==> src/period_timer_pkg.sv <==
// Constants, register map and carrier types for the period match timer.
// Assumes a single 100 MHz core clock and an 8-bit register port.
package period_timer_pkg;

	localparam int          CLK_PERIOD_NS     = 10;
	localparam int          INSTR_DIV         = 4;
	localparam logic [1:0]  INSTR_DIV_LAST    = 2'(INSTR_DIV - 1);

	// Register addresses
	localparam logic [7:0]  ADDR_TIMER_COUNT  = 8'h11;
	localparam logic [7:0]  ADDR_TIMER_CONTROL = 8'h12;
	localparam logic [7:0]  ADDR_PERIOD_VALUE = 8'h13;
	localparam logic [7:0]  ADDR_FLAG_REG     = 8'h14;
	localparam logic [7:0]  ADDR_MASK_REG     = 8'h15;

	// Control field positions
	localparam int          CTL_IDS_LSB       = 0;
	localparam int          CTL_RUN_BIT       = 2;
	localparam int          CTL_ODS_LSB       = 3;
	localparam logic [7:0]  CTL_WRITE_MASK    = 8'h7F;

	// Reset values
	localparam logic [7:0]  COUNT_RESET       = 8'h00;
	localparam logic [7:0]  PERIOD_RESET      = 8'hFF;
	localparam logic [7:0]  CONTROL_RESET     = 8'h00;

	// Flag bit of the period match event
	localparam int          FLAG_MATCH_BIT    = 0;

	// Prescaler terminal counts, code 00 / 01 / 1x
	localparam logic [3:0]  PRE_LAST_DIV1     = 4'h0;
	localparam logic [3:0]  PRE_LAST_DIV4     = 4'h3;
	localparam logic [3:0]  PRE_LAST_DIV16    = 4'hF;

	typedef struct packed {
		logic [7:0] addr;
		logic [7:0] wdata;
		logic       wr;
		logic       rd;
	} reg_req_t;

	typedef struct packed {
		logic [3:0] out_div;
		logic       run;
		logic [1:0] in_div;
	} control_t;

endpackage : period_timer_pkg

==> src/period_match_timer.sv <==
// Period match timer: instruction clock, prescaler, 8-bit count, period compare.
// Assumes a register master on the same clock with one-cycle strobes.
//
// Strobed register access was decided locally.
`timescale 1ns/1ps
module period_match_timer
	import period_timer_pkg::*;
(
	input  wire logic       core_clk_in,
	input  wire logic       arst_n_in,
	input  wire logic [7:0] reg_addr_in,
	input  wire logic [7:0] reg_wdata_in,
	input  wire logic       reg_wr_in,
	input  wire logic       reg_rd_in,
	output logic [7:0]      reg_rdata_out,
	output logic            irq_out
);
	typedef struct packed {
		logic [1:0] instr_div;
		logic [3:0] pre_cnt;
		logic [7:0] count;
		logic [7:0] period;
		control_t   ctl;
		logic [7:0] flags;
		logic [7:0] mask;
		logic [7:0] rdata;
	} tmr_state_t;

	tmr_state_t s_q;
	tmr_state_t s_d;
	reg_req_t   req;
	logic       instr_tick;
	logic       pre_tick;
	logic       match;
	logic       post_pulse;
	logic [3:0] pre_last;

	assign req = '{addr: reg_addr_in, wdata: reg_wdata_in, wr: reg_wr_in, rd: reg_rd_in};

	// Terminal count of the prescaler for a divider code
	function automatic logic [3:0] pre_limit(input logic [1:0] code);
		if (code[1]) begin
			pre_limit = PRE_LAST_DIV16;
		end else if (code[0]) begin
			pre_limit = PRE_LAST_DIV4;
		end else begin
			pre_limit = PRE_LAST_DIV1;
		end
	endfunction : pre_limit

	// Read mux; unmapped addresses return zero
	function automatic logic [7:0] read_mux(input tmr_state_t s, input logic [7:0] a);
		unique case (a)
			ADDR_TIMER_COUNT:   read_mux = s.count;
			ADDR_TIMER_CONTROL: read_mux = {1'b0, s.ctl};
			ADDR_PERIOD_VALUE:  read_mux = s.period;
			ADDR_FLAG_REG:      read_mux = s.flags;
			ADDR_MASK_REG:      read_mux = s.mask;
			default:            read_mux = 8'h00;
		endcase
	endfunction : read_mux

	// Instruction tick every fourth core clock, prescaler on top of it
	assign instr_tick = s_q.ctl.run && (s_q.instr_div == INSTR_DIV_LAST);
	assign pre_last   = pre_limit(s_q.ctl.in_div);
	assign pre_tick   = instr_tick && (s_q.pre_cnt >= pre_last);
	// Compare runs continuously; a match acts on the next increment
	assign match      = (s_q.count == s_q.period);

	postscaler u_post (
		.core_clk_in  (core_clk_in),
		.arst_n_in    (arst_n_in),
		.clear_in     (!s_q.ctl.run),
		.match_in     (pre_tick && match),
		.ratio_sel_in (s_q.ctl.out_div),
		.pulse_out    (post_pulse)
	);

	always_comb begin
		s_d = s_q;
		s_d.rdata = 8'h00;
		// Dividers
		if (!s_q.ctl.run) begin
			s_d.instr_div = 2'h0;
			s_d.pre_cnt   = 4'h0;
		end else begin
			s_d.instr_div = s_q.instr_div + 2'h1;
			if (instr_tick) begin
				s_d.pre_cnt = pre_tick ? 4'h0 : s_q.pre_cnt + 4'h1;
			end
		end
		// Count; a prescaler change mid-count applies at once, and a prescaler already at or past the new limit ticks on the next instruction tick
		if (!s_q.ctl.run) begin
			s_d.count = COUNT_RESET;
		end else if (req.wr && req.addr == ADDR_TIMER_COUNT) begin
			s_d.count = req.wdata;
		end else if (pre_tick) begin
			s_d.count = match ? COUNT_RESET : s_q.count + 8'h01;
		end
		// Other register writes; control does not touch the count
		if (req.wr) begin
			unique case (req.addr)
				ADDR_TIMER_CONTROL: s_d.ctl = control_t'(req.wdata[6:0] & CTL_WRITE_MASK[6:0]);
				ADDR_PERIOD_VALUE:  s_d.period = req.wdata;
				ADDR_FLAG_REG:      s_d.flags = s_q.flags & ~req.wdata;
				ADDR_MASK_REG:      s_d.mask = req.wdata;
				default:            s_d.flags = s_d.flags;
			endcase
		end
		// Hardware set wins over a same-cycle clear
		if (post_pulse) begin
			s_d.flags[FLAG_MATCH_BIT] = 1'b1;
		end
		if (req.rd) begin
			s_d.rdata = read_mux(s_q, req.addr);
		end
	end

	always_ff @(posedge core_clk_in or negedge arst_n_in) begin
		if (!arst_n_in) begin
			s_q        <= '0;
			s_q.count  <= COUNT_RESET;
			s_q.period <= PERIOD_RESET;
			s_q.ctl    <= control_t'(CONTROL_RESET[6:0]);
		end else begin
			s_q <= s_d;
		end
	end

	assign reg_rdata_out = s_q.rdata;
	assign irq_out       = |(s_q.flags & s_q.mask);

	// Checks; bus strobes only qualify antecedents, consequents watch the design
	// Each property names its own clock, and each assertion its own reset, so no default clocking is used

	// Stopping holds the count and the prescaler at zero
	property p_stop_zero;
		@(posedge core_clk_in) disable iff (!arst_n_in)
		!s_q.ctl.run
		|=> s_q.count == 8'h00 && s_q.pre_cnt == 4'h0;
	endproperty
	a_stop_zero: assert property (p_stop_zero) else $error("count not held while stopped");

	// A tick on a match returns the count to zero
	property p_wrap;
		@(posedge core_clk_in) disable iff (!arst_n_in)
		pre_tick && match && !req.wr
		|=> s_q.count == 8'h00;
	endproperty
	a_wrap: assert property (p_wrap) else $error("count did not wrap on match");

	// A tick without a match advances the count by one
	property p_incr;
		@(posedge core_clk_in) disable iff (!arst_n_in)
		pre_tick && !match && !req.wr
		|=> s_q.count == $past(s_q.count) + 8'h01;
	endproperty
	a_incr: assert property (p_incr) else $error("count did not advance");

	// Between ticks the count stands still
	property p_hold;
		@(posedge core_clk_in) disable iff (!arst_n_in)
		s_q.ctl.run && !pre_tick && !req.wr
		|=> $stable(s_q.count);
	endproperty
	a_hold: assert property (p_hold) else $error("count moved without a tick");

	// At 1:1 every instruction tick reaches the count
	property p_div1;
		@(posedge core_clk_in) disable iff (!arst_n_in)
		s_q.ctl.run && s_q.ctl.in_div == 2'b00 && instr_tick
		|-> pre_tick;
	endproperty
	a_div1: assert property (p_div1) else $error("1:1 prescaler skipped");

	// A control write between ticks keeps the count
	property p_ctl_keep;
		@(posedge core_clk_in) disable iff (!arst_n_in)
		req.wr && req.addr == ADDR_TIMER_CONTROL && s_q.ctl.run && !pre_tick
		|=> s_q.count == $past(s_q.count);
	endproperty
	a_ctl_keep: assert property (p_ctl_keep) else $error("control write changed count");

	// The postscaler pulse raises the match flag
	property p_flag_set;
		@(posedge core_clk_in) disable iff (!arst_n_in)
		post_pulse
		|=> s_q.flags[FLAG_MATCH_BIT];
	endproperty
	a_flag_set: assert property (p_flag_set) else $error("match flag not set");

	// Only a write to the flag register may drop the flag
	property p_flag_sticky;
		@(posedge core_clk_in) disable iff (!arst_n_in)
		s_q.flags[FLAG_MATCH_BIT] && !(req.wr && req.addr == ADDR_FLAG_REG)
		|=> s_q.flags[FLAG_MATCH_BIT];
	endproperty
	a_flag_sticky: assert property (p_flag_sticky) else $error("match flag dropped");

	// Control reads back with bit seven as zero
	property p_read;
		@(posedge core_clk_in) disable iff (!arst_n_in)
		req.rd && req.addr == ADDR_TIMER_CONTROL
		|=> reg_rdata_out == {1'b0, $past(s_q.ctl)};
	endproperty
	a_read: assert property (p_read) else $error("control readback wrong");

	// Instruction ticks are four core clocks apart
	property p_tick_gap;
		@(posedge core_clk_in) disable iff (!arst_n_in)
		instr_tick
		|=> !instr_tick [*3];
	endproperty
	a_tick_gap: assert property (p_tick_gap) else $error("instruction ticks too close");

	// The first instruction tick lands on the fourth clock of running
	property p_tick_due;
		@(posedge core_clk_in) disable iff (!arst_n_in)
		$rose(s_q.ctl.run) ##1 s_q.ctl.run [*3]
		|-> instr_tick;
	endproperty
	a_tick_due: assert property (p_tick_due) else $error("first instruction tick late");

	// The run bit follows bit two of a control write
	property p_run_bit;
		@(posedge core_clk_in) disable iff (!arst_n_in)
		req.wr && req.addr == ADDR_TIMER_CONTROL
		|=> s_q.ctl.run == $past(req.wdata[CTL_RUN_BIT]);
	endproperty
	a_run_bit: assert property (p_run_bit) else $error("run bit not written");

	// All control fields take the written value, bit seven dropped
	property p_ctl_fields;
		@(posedge core_clk_in) disable iff (!arst_n_in)
		req.wr && req.addr == ADDR_TIMER_CONTROL
		|=> {1'b0, s_q.ctl} == ($past(req.wdata) & CTL_WRITE_MASK);
	endproperty
	a_ctl_fields: assert property (p_ctl_fields) else $error("control fields not written");

	// At 1:4 no tick reaches the count before the fourth
	property p_div4_early;
		@(posedge core_clk_in) disable iff (!arst_n_in)
		instr_tick && s_q.ctl.in_div == 2'b01 && s_q.pre_cnt < PRE_LAST_DIV4
		|-> !pre_tick;
	endproperty
	a_div4_early: assert property (p_div4_early) else $error("1:4 prescaler fired early");

	// At 1:16 no tick reaches the count before the sixteenth
	property p_div16_early;
		@(posedge core_clk_in) disable iff (!arst_n_in)
		instr_tick && s_q.ctl.in_div[1] && s_q.pre_cnt < PRE_LAST_DIV16
		|-> !pre_tick;
	endproperty
	a_div16_early: assert property (p_div16_early) else $error("1:16 prescaler fired early");

	// A count write while running lands, even on a tick
	property p_count_write;
		@(posedge core_clk_in) disable iff (!arst_n_in)
		req.wr && req.addr == ADDR_TIMER_COUNT && s_q.ctl.run
		|=> s_q.count == $past(req.wdata);
	endproperty
	a_count_write: assert property (p_count_write) else $error("count write lost");

	// A count write while stopped is lost
	property p_stopped_write;
		@(posedge core_clk_in) disable iff (!arst_n_in)
		req.wr && req.addr == ADDR_TIMER_COUNT && !s_q.ctl.run
		|=> s_q.count == COUNT_RESET;
	endproperty
	a_stopped_write: assert property (p_stopped_write) else $error("stopped write landed");

	// Period writes land directly
	property p_period_write;
		@(posedge core_clk_in) disable iff (!arst_n_in)
		req.wr && req.addr == ADDR_PERIOD_VALUE
		|=> s_q.period == $past(req.wdata);
	endproperty
	a_period_write: assert property (p_period_write) else $error("period write lost");

	// Count reads return the value at the strobe
	property p_count_read;
		@(posedge core_clk_in) disable iff (!arst_n_in)
		req.rd && req.addr == ADDR_TIMER_COUNT
		|=> reg_rdata_out == $past(s_q.count);
	endproperty
	a_count_read: assert property (p_count_read) else $error("count readback wrong");

	// Period reads return the stored value
	property p_period_read;
		@(posedge core_clk_in) disable iff (!arst_n_in)
		req.rd && req.addr == ADDR_PERIOD_VALUE
		|=> reg_rdata_out == $past(s_q.period);
	endproperty
	a_period_read: assert property (p_period_read) else $error("period readback wrong");

	// Read data stand only in the cycle after a strobe
	property p_rdata_idle;
		@(posedge core_clk_in) disable iff (!arst_n_in)
		!req.rd
		|=> reg_rdata_out == 8'h00;
	endproperty
	a_rdata_idle: assert property (p_rdata_idle) else $error("read data outside a read");

	// Writing one clears the flag when no pulse collides
	property p_flag_clear;
		@(posedge core_clk_in) disable iff (!arst_n_in)
		req.wr && req.addr == ADDR_FLAG_REG && req.wdata[FLAG_MATCH_BIT] && !post_pulse
		|=> !s_q.flags[FLAG_MATCH_BIT];
	endproperty
	a_flag_clear: assert property (p_flag_clear) else $error("match flag not cleared");

	// At 1:1 every match pulses the postscaler
	property p_post_single;
		@(posedge core_clk_in) disable iff (!arst_n_in)
		pre_tick && match && s_q.ctl.out_div == 4'h0
		|=> post_pulse;
	endproperty
	a_post_single: assert property (p_post_single) else $error("1:1 postscaler skipped");

	// An unmasked flag drives the interrupt
	property p_irq_on;
		@(posedge core_clk_in) disable iff (!arst_n_in)
		s_q.flags[FLAG_MATCH_BIT] && s_q.mask[FLAG_MATCH_BIT]
		|-> irq_out;
	endproperty
	a_irq_on: assert property (p_irq_on) else $error("interrupt missing");

	// With everything masked the interrupt stays low
	property p_mask_off;
		@(posedge core_clk_in) disable iff (!arst_n_in)
		s_q.mask == 8'h00
		|-> !irq_out;
	endproperty
	a_mask_off: assert property (p_mask_off) else $error("masked interrupt raised");

	// Main scenarios worth seeing in coverage
	c_wrap: cover property (@(posedge core_clk_in) pre_tick && match);
	c_flag: cover property (@(posedge core_clk_in) post_pulse);
	c_irq: cover property (@(posedge core_clk_in) irq_out);
	c_div16: cover property (@(posedge core_clk_in) pre_tick && s_q.ctl.in_div[1]);
	c_run_write: cover property (@(posedge core_clk_in) req.wr && req.addr == ADDR_TIMER_COUNT && s_q.ctl.run);

endmodule : period_match_timer

==> src/postscaler.sv <==
// Match postscaler: counts period matches and pulses on the selected ratio.
// Assumes one core clock; match_in is a one-cycle pulse from the same domain.
`timescale 1ns/1ps
module postscaler
	import period_timer_pkg::*;
(
	input  wire logic       core_clk_in,
	input  wire logic       arst_n_in,
	input  wire logic       clear_in,
	input  wire logic       match_in,
	input  wire logic [3:0] ratio_sel_in,
	output logic            pulse_out
);
	typedef struct packed {
		logic [3:0] cnt;
		logic       pulse;
	} post_state_t;

	post_state_t s_q;
	post_state_t s_d;

	// Field n gives ratio n+1; the pulse lands on the (n+1)-th match after restart
	always_comb begin
		s_d = s_q;
		s_d.pulse = 1'b0;
		if (clear_in) begin
			s_d.cnt = 4'h0;
		end else if (match_in) begin
			if (s_q.cnt >= ratio_sel_in) begin
				s_d.cnt = 4'h0;
				s_d.pulse = 1'b1;
			end else begin
				s_d.cnt = s_q.cnt + 4'h1;
			end
		end
	end

	always_ff @(posedge core_clk_in or negedge arst_n_in) begin
		if (!arst_n_in) begin
			s_q <= '0;
		end else begin
			s_q <= s_d;
		end
	end

	assign pulse_out = s_q.pulse;

	// Pulse on the match that completes the selected ratio
	property p_post_ratio;
		@(posedge core_clk_in) disable iff (!arst_n_in)
		match_in && !clear_in && s_q.cnt == ratio_sel_in
		|=> pulse_out;
	endproperty
	a_post_ratio: assert property (p_post_ratio) else $error("postscaler missed its pulse");

	// Clearing drops both the count and any pending pulse
	property p_post_clear;
		@(posedge core_clk_in) disable iff (!arst_n_in)
		clear_in
		|=> s_q.cnt == 4'h0 && !pulse_out;
	endproperty
	a_post_clear: assert property (p_post_clear) else $error("postscaler not cleared");

	// Matches short of the ratio only advance the count
	property p_post_count;
		@(posedge core_clk_in) disable iff (!arst_n_in)
		match_in && !clear_in && s_q.cnt < ratio_sel_in
		|=> s_q.cnt == $past(s_q.cnt) + 4'h1 && !pulse_out;
	endproperty
	a_post_count: assert property (p_post_count) else $error("postscaler count stuck");

endmodule : postscaler

==> config.mk <==
export PLATFORM = sky130hd
export DESIGN_NAME = period_match_timer
export DESIGN_NICKNAME = d
export VERILOG_FILES = /design/src/period_timer_pkg.sv /design/src/period_match_timer.sv /design/src/postscaler.sv
export SDC_FILE = /design/constraint.sdc
export NUM_CORES = 1
export LEC_CHECK = 0
export BUFFER_PORTS_ARGS = -buffer_cell sky130_fd_sc_hd__buf_4
export CAP_MARGIN = 40
export CORE_ASPECT_RATIO = 0.5
export CORE_MARGIN = 5
export CORE_UTILIZATION = 40
export DETAILED_ROUTE_END_ITERATION = 10
export PLACE_DENSITY_LB_ADDON = 0.08
export SLEW_MARGIN = 15
export SYNTH_ARGS = -nofsm -noshare
export SYNTH_HDL_FRONTEND = slang
export SYNTH_SLANG_ARGS = --single-unit
==> constraint.sdc <==
create_clock -name core_clk_in -period 3.9 [get_ports core_clk_in]
set_input_delay 0.78 -clock core_clk_in [delete_from_list [all_inputs] [get_ports core_clk_in]]
set_output_delay 0.78 -clock core_clk_in [all_outputs]
set_load 0.005 [all_outputs]
==> summary.md, run 1 <==
| Metric | Value |
|---|---|
| DR iter-0 viols | `189` |
| Largest cells by area after synthesis | `dfrtp_1 39%, dfstp_2 6.5%, mux2_1 5.2%` |
| Crit path launch type | `flop` |
| Pin count of the biggest net entering global routing | `59` |
| Critical path required time | `4150 ps` |
| Synth Cell Area | `between 3000 and 4000 um2` |
| Share of cells above drive strength 1 | `0.222` |
| #FFs+latches synth | `between 50 and 60` |
| Maximum fanout along the worst path | `15` |
| Pre-CTS setup slack | `1120 ps` |
| Root buf cell | `clkbuf_16` |
| Met3 Use GR | `0.0657` |
| Most frequent cells in the layout | `50 x dfrtp_1, 29 x buf_4, 17 x a22oi_1, 15 x mux2_1` |
| Max Cap Viol | `0` |
| Period utilisation layout | `0.667` |
| Post-Route WL | `8060 um` |
| Worst rel slew slack | `0.510` |
| Layout area overhead | `16.3%` |
| CP Class | `reg -> reg` |
| Die footprint | `just over 10000 um2` |
| Leakage Power | `1.68 nW` |
| Worst VDD drop | `0.000195 V` |
| DR vias | `roughly 2400` |
| Die width | `137 um` |
| CTS Buf Count | `9` |
| Final setup violating endpoints | `0` |
| Status | `completed` |
| Worst Hold Class | `reg -> reg` |
| First-pass GRT wire length | `13000 um` |
| Vias in the first global route | `2399` |
| Initial Util | `0.407` |
| Max Slew Vio Count | `0` |
| Register area share after synthesis | `0.452` |
| N_diodes | `0` |
| Setup TNS | `0 ps` |
| Arrival @ worst endpoint | `2850 ps` |
| Final HPWL DP | `5700 um` |
| Drt first pass iters | `4` |
| Synth warn | `0` |
| Slew @ Worst Pin | `736 ps` |
| Rows | `23` |
| DRC Markers | `0` |
| Grt ovf | `0` |
| Pwr Density | `411 nW/um2` |
| CTS Hold Bufs | `0` |
| Sink Count | `58` |
| Reg clk slew, reported paths | `~50 ps` |
| Cell area after layout | `approximately 3800 um2` |
| Async SR Flop Fraction | `1.00` |
| TritonCTS clock tree | `built` |
| Final hold vios | `0` |
| GRT Max-Usage Layer | `met2` |
| Syn avg cell area | `11.0 um2` |
| Antenna violations before repair | `0` |
| Core area | `7940 um2` |
| Area leader, netlist | `dfrtp_1` |
| Met1 usage | `0.240` |
| Worst Setup End Kind | `flop` |
| Fmax | `a little under 0.4 GHz` |
| RSZ-0062 raised after global routing | `false` |
| Synth top area share | `0.387` |
| Post-CTS Resized | `0` |
| EDFF count, synth | `0` |
| Total GRT Usage | `0.175` |
| Count of cell types in the netlist | `55` |
| Post-synth net total | `between 300 and 400` |
| Worst-Skew Late Latency | `330 ps` |
| I/O Buffers | `28` |
| Detail Route Antenna Nets | `0` |
| Most common cell after layout, fill and taps aside | `dfrtp_1` |
| H-tree depth | `3` |
| Nets@finish | `347` |
| Setup repair bufs after CTS | `0` |
| CTS Buffer Depth | `2` |
| Grt met2 use | `0.260` |
| Final worst slack | `1300 ps` |
| # IOs | `29` |
| Min Tclk post-route | `2600 ps` |
| Synth Flop Type | `dfrtp_1` |
| Clock Skew | `between 3 and 4 ps` |
| Vias per std cell | `5.55` |
| Wire length per cell | `roughly 19 um` |
| Die height | `~74 um` |
| Cell count after synthesis | `295` |
| Area after DPL | `approximately 3500 um2` |
| Final Power | `0.00155 W` |
| GP Congestion | `around 0.83` |
[report_power, final]
group	internal [W]	total, W	switching (W)	leakage, nW
logic	0.0000480	0.000122	0.0000745	0.757
registers	0.000618	0.000633	0.0000147	0.779
clock network	0.000528	0.000789	0.000262	0.147
[logic make-up (layout without fill, tap and decap cells)]
logic type / after synthesis / count (layout) / synth area share
adder cells (fa/ha/maj): 12 / 12 / 0.0465
XOR/XNOR: 8 / 8 / 0.0217
multiplexers: 24 / 24 / 0.0930
AND/OR/NAND/NOR: 77 / 77 / 0.162
flip-flops: 58 / 58 / 0.452
AO/OA/AOI/OAI: 85 / 85 / 0.172
buffers and inverters: 31 / 56 / 0.0527
[through the flow]
step	cells	hold slack [ps]	utilization
2_1_floorplan	295	404	-
3_3_place_gp	416	421	0.436
3_5_place_dp	416	432	0.436
4_1_cts	432	438	0.473
5_1_grt	432	443	0.473
6_report	432	439	0.473
[state kept, by name, indices dropped and copies added, names as in the netlist]
signal	count
u_post.s_q	4
u_post.pulse_out	1
reg_rdata_out	8
s_q	45
[Yosys cell counts, types with 2 or more instances]
master / count
a222oi_1: 2
and2_1: 6
xor2_1: 8
o21ai_1: 8
nand3_1: 9
nand2_1: 14
nand2_2: 3
nor4_4: 3
dfrtp_1: 50
nor2b_1: 3
a21boi_0: 2
nand4b_1: 3
a21oi_1: 11
o211ai_1: 3
clkbuf_1: 6
inv_1: 11
mux2_1: 15
o21ai_0: 11
a21boi_1: 8
nand2b_1: 3
o21a_1: 3
dfstp_2: 8
nand4_1: 2
ha_1: 12
buf_4: 9
nor3_1: 3
a31oi_1: 14
o22ai_1: 2
buf_2: 3
nor2_1: 5
mux2_4: 8
and3_1: 5
or4_1: 3
a22oi_1: 17
a32o_1: 2
[per-layer routing]
metal / up-vias / wire length, um
li1: 1146 / -
met4: 0 / 62
met2: 57 / 3560
met3: 7 / 413
met1: 1187 / 4020
met5: - / 0
[worst max-delay path, stage by stage, from the launching register on]
cell,delay [ps]
dfrtp_1,400
or2_2,320
ha_1,280
nor2b_1,50
o21ai_0,210
nand3_1,450
or4_1,630
a31oi_1,180
[area by class of cell]
class | instances | area [um2]
Tap cell | 112 | 140
Clock inverter | 2 | 35.0
Fill cell | 762 | 4180
Multi-Input combinational cell | 206 | 1600
Inverter | 11 | 41.3
Clock buffer | 14 | 264
Sequential cell | 58 | 1460
Timing Repair Buffer | 29 | 218
[worst paths after layout]
path | depth (start not counted) | end | start | slack, ps
max in group asynchronous | 1 | u_post.s_q[4] | arst_n_in | 2900
worst min register to register | 1 | s_q[51] | s_q[51] | 440
worst min-delay path | 1 | s_q[51] | s_q[51] | 440
min in group asynchronous | 1 | reg_rdata_out[7] | arst_n_in | 510
worst max-delay path | 7 | s_q[42] | s_q[24] | 1300
worst max register to register | 7 | s_q[42] | s_q[24] | 1300
(Power assumes the default switching activity.)
==> run 2: changes to the inputs <==
clock period = 2.52 ns   (was 3.9 ns; I/O delays follow)
==> summary.md, run 2 (synthesis gave the netlist of run 1 again) <==
| Metric | Value |
|---|---|
| Drt first pass iters | `5` |
| Multi-input logic area | `about 1600 um2` |
| Slew @ Worst Pin | `729 ps` |
| Die height | `73.5 um` |
| Area after DPL | `3530 um2` |
| Sequential cell area | `1460 um2` |
| Die footprint | `10100 um2` |
| Layout area overhead | `17.7%` |
| Final setup violating endpoints | `0` |
| I/O Buffers | `28` |
| Share of cells above drive strength 1 | `0.246` |
| Worst Setup End Kind | `flop` |
| Vias in the first global route | `between 2000 and 2500` |
| Internal | `0.00174 W` |
| Post-CTS Resized | `0` |
| H-tree depth | `3` |
| Crit path buf inv count | `0` |
| DR iter-0 viols | `216` |
| Worst path cell trace | `or2_2 -> ha_1 -> nor2b_1 -> o21ai_0 -> nand3_1 -> or4_1 -> a31oi_1` |
| Worst rel slew slack | `0.514` |
| Arrival @ worst endpoint | `2520 ps` |
| Total GRT Usage | `0.176` |
| Fmax | `~0.44 GHz` |
| Antenna violations before repair | `0` |
| CP max-delay cell | `or4_1` |
| First-pass GRT wire length | `13100 um` |
| Core area | `7940 um2` |
| GP Congestion | `a little under 0.9` |
| Reg clk slew, reported paths | `50 ps` |
| Wire length per cell | `about 18 um` |
| Die width | `137 um` |
| # IOs | `29` |
| DRC Markers | `0` |
| TritonCTS clock tree | `built` |
| Most common cell after layout, fill and taps aside | `dfrtp_1` |
| Worst Reg-to-Reg Cells | `7` |
| Worst Hold Class | `in -> async` |
| Reg2Reg Launch Point | `s_q[25]` |
| Sink Count | `58` |
| Comb power frac | `0.081` |
| Fill cells | `around 780` |
| Min Tclk post-route | `2280 ps` |
| Worst VDD drop | `0.000315 V` |
| CTS Buf Count | `9` |
| Nets@finish | `approximately 360` |
| Critical path required time | `2760 ps` |
| Post-Route WL | `8100 um` |
| Root buf cell | `clkbuf_16` |
| Crit path launch type | `flop` |
| Pwr Density | `between 600 and 700 nW/um2` |
| Status | `completed` |
| Rows | `23` |
| Max Cap Viol | `0` |
| RSZ-0062 raised after global routing | `false` |
| Max Slew Vio Count | `0` |
| Maximum fanout along the worst path | `8` |
| Sequential Power Share | `0.428` |
| Biggest register | `s_q` |
| Vias per std cell | `between 5 and 6` |
| Initial Util | `0.407` |
| Max reg flops | `45` |
| Final hold vios | `0` |
| Net Sw Frac | `0.237` |
| Pin count of the biggest net entering global routing | `59` |
| Leakage Power | `1.72 nW` |
| Setup repair bufs after CTS | `0` |
| Worst r2r dst | `s_q[42]` |
| CTS Buffer Depth | `2` |
| Worst-Skew Late Latency | `330 ps` |
| Final HPWL DP | `5880 um` |
| Most frequent cells in the layout | `50 x dfrtp_1, 38 x buf_4, 17 x a22oi_1, 15 x mux2_1` |
| CTS Hold Bufs | `0` |
| DR vias | `between 2000 and 2500` |
| Net switching power | `0.000542 W` |
| Detail Route Antenna Nets | `0` |
| Cell area after layout | `3800 um2` |
| Period utilisation layout | `0.905` |
| Crit path max-delay family | `simple AND/OR/NAND/NOR gates` |
| Clock Power Share | `0.491` |
| R2R Setup Slk | `between 200 and 250 ps` |
| N_diodes | `0` |
| Setup TNS | `0 ps` |
| Crit-path max cell delay | `between 500 and 600 ps` |
| CP Class | `reg -> reg` |
| Clock Skew | `between 6 and 7 ps` |
| Grt ovf | `0` |
run 2: changes by cell type in the layout (fill, tap and decap cells not counted), sizes merged:
cell / before / now
buf: 29 / 38
clkbuf: 14 / 13
bufinv: 1 / 0
clkinv: 1 / 3
run 2: final cells by class:
| type | instances | share of cell area |
|---|---|---|
| clock inverters | 3 | 0.00395 |
| flip-flops and latches | 58 | 0.384 |
| clock buffers | 13 | 0.0684 |
| well taps | 112 | 0.0369 |
| multi-input cells | 206 | 0.421 |
| inverters | 11 | 0.0109 |
| repair buffers | 38 | 0.0750 |
run 2: worst register-to-register path: stages, from the launching register on:
cell and delay (ps):
dfrtp_1 400, or2_2 300, ha_1 280, nor2b_1 50
o21ai_0 180, nand3_1 270, or4_1 540, a31oi_1 190
run 2: layer usage:
layer,GRT usage,share of wire
met1,0.243,0.49
met2,0.263,0.44
met4,0.0454,0.0098
met5,0,0
met3,0.0609,0.059
run 2: power by group through the flow:
stage          registers, W  clock network, W  logic [W]
2_1_floorplan      0.000983                 0   0.000110
3_3_place_gp       0.000993                 0   0.000183
3_5_place_dp       0.000994                 0   0.000186
4_1_cts            0.000979           0.00116   0.000186
5_1_grt            0.000981           0.00120   0.000206
6_report           0.000979           0.00112   0.000185
run 2: worst max-delay path by stage:
stage / startpoint / to / cells after the start
2_1_floorplan: reg_addr_in[3] / s_q[31] / 5
3_3_place_gp: reg_addr_in[3] / s_q[20] / 7
3_5_place_dp: reg_addr_in[3] / s_q[19] / 7
4_1_cts: s_q[25] / s_q[42] / 7
5_1_grt: s_q[25] / s_q[42] / 7
6_report: s_q[25] / s_q[42] / 7
run 2: metrics by stage:
| step | utilization | hold slack, ps | total power, W | cells | worst slack (ps) |
|---|---|---|---|---|---|
| after floorplan | - | 208 | 0.00109 | 295 | 308 |
| after global placement | 0.444 | 421 | 0.00118 | 425 | 178 |
| after detailed placement | 0.444 | 442 | 0.00118 | 425 | 162 |
| after CTS | 0.479 | 262 | 0.00232 | 441 | 196 |
| after global routing | 0.479 | 302 | 0.00238 | 441 | 31.0 |
| final | 0.479 | 237 | 0.00229 | 441 | 238 |
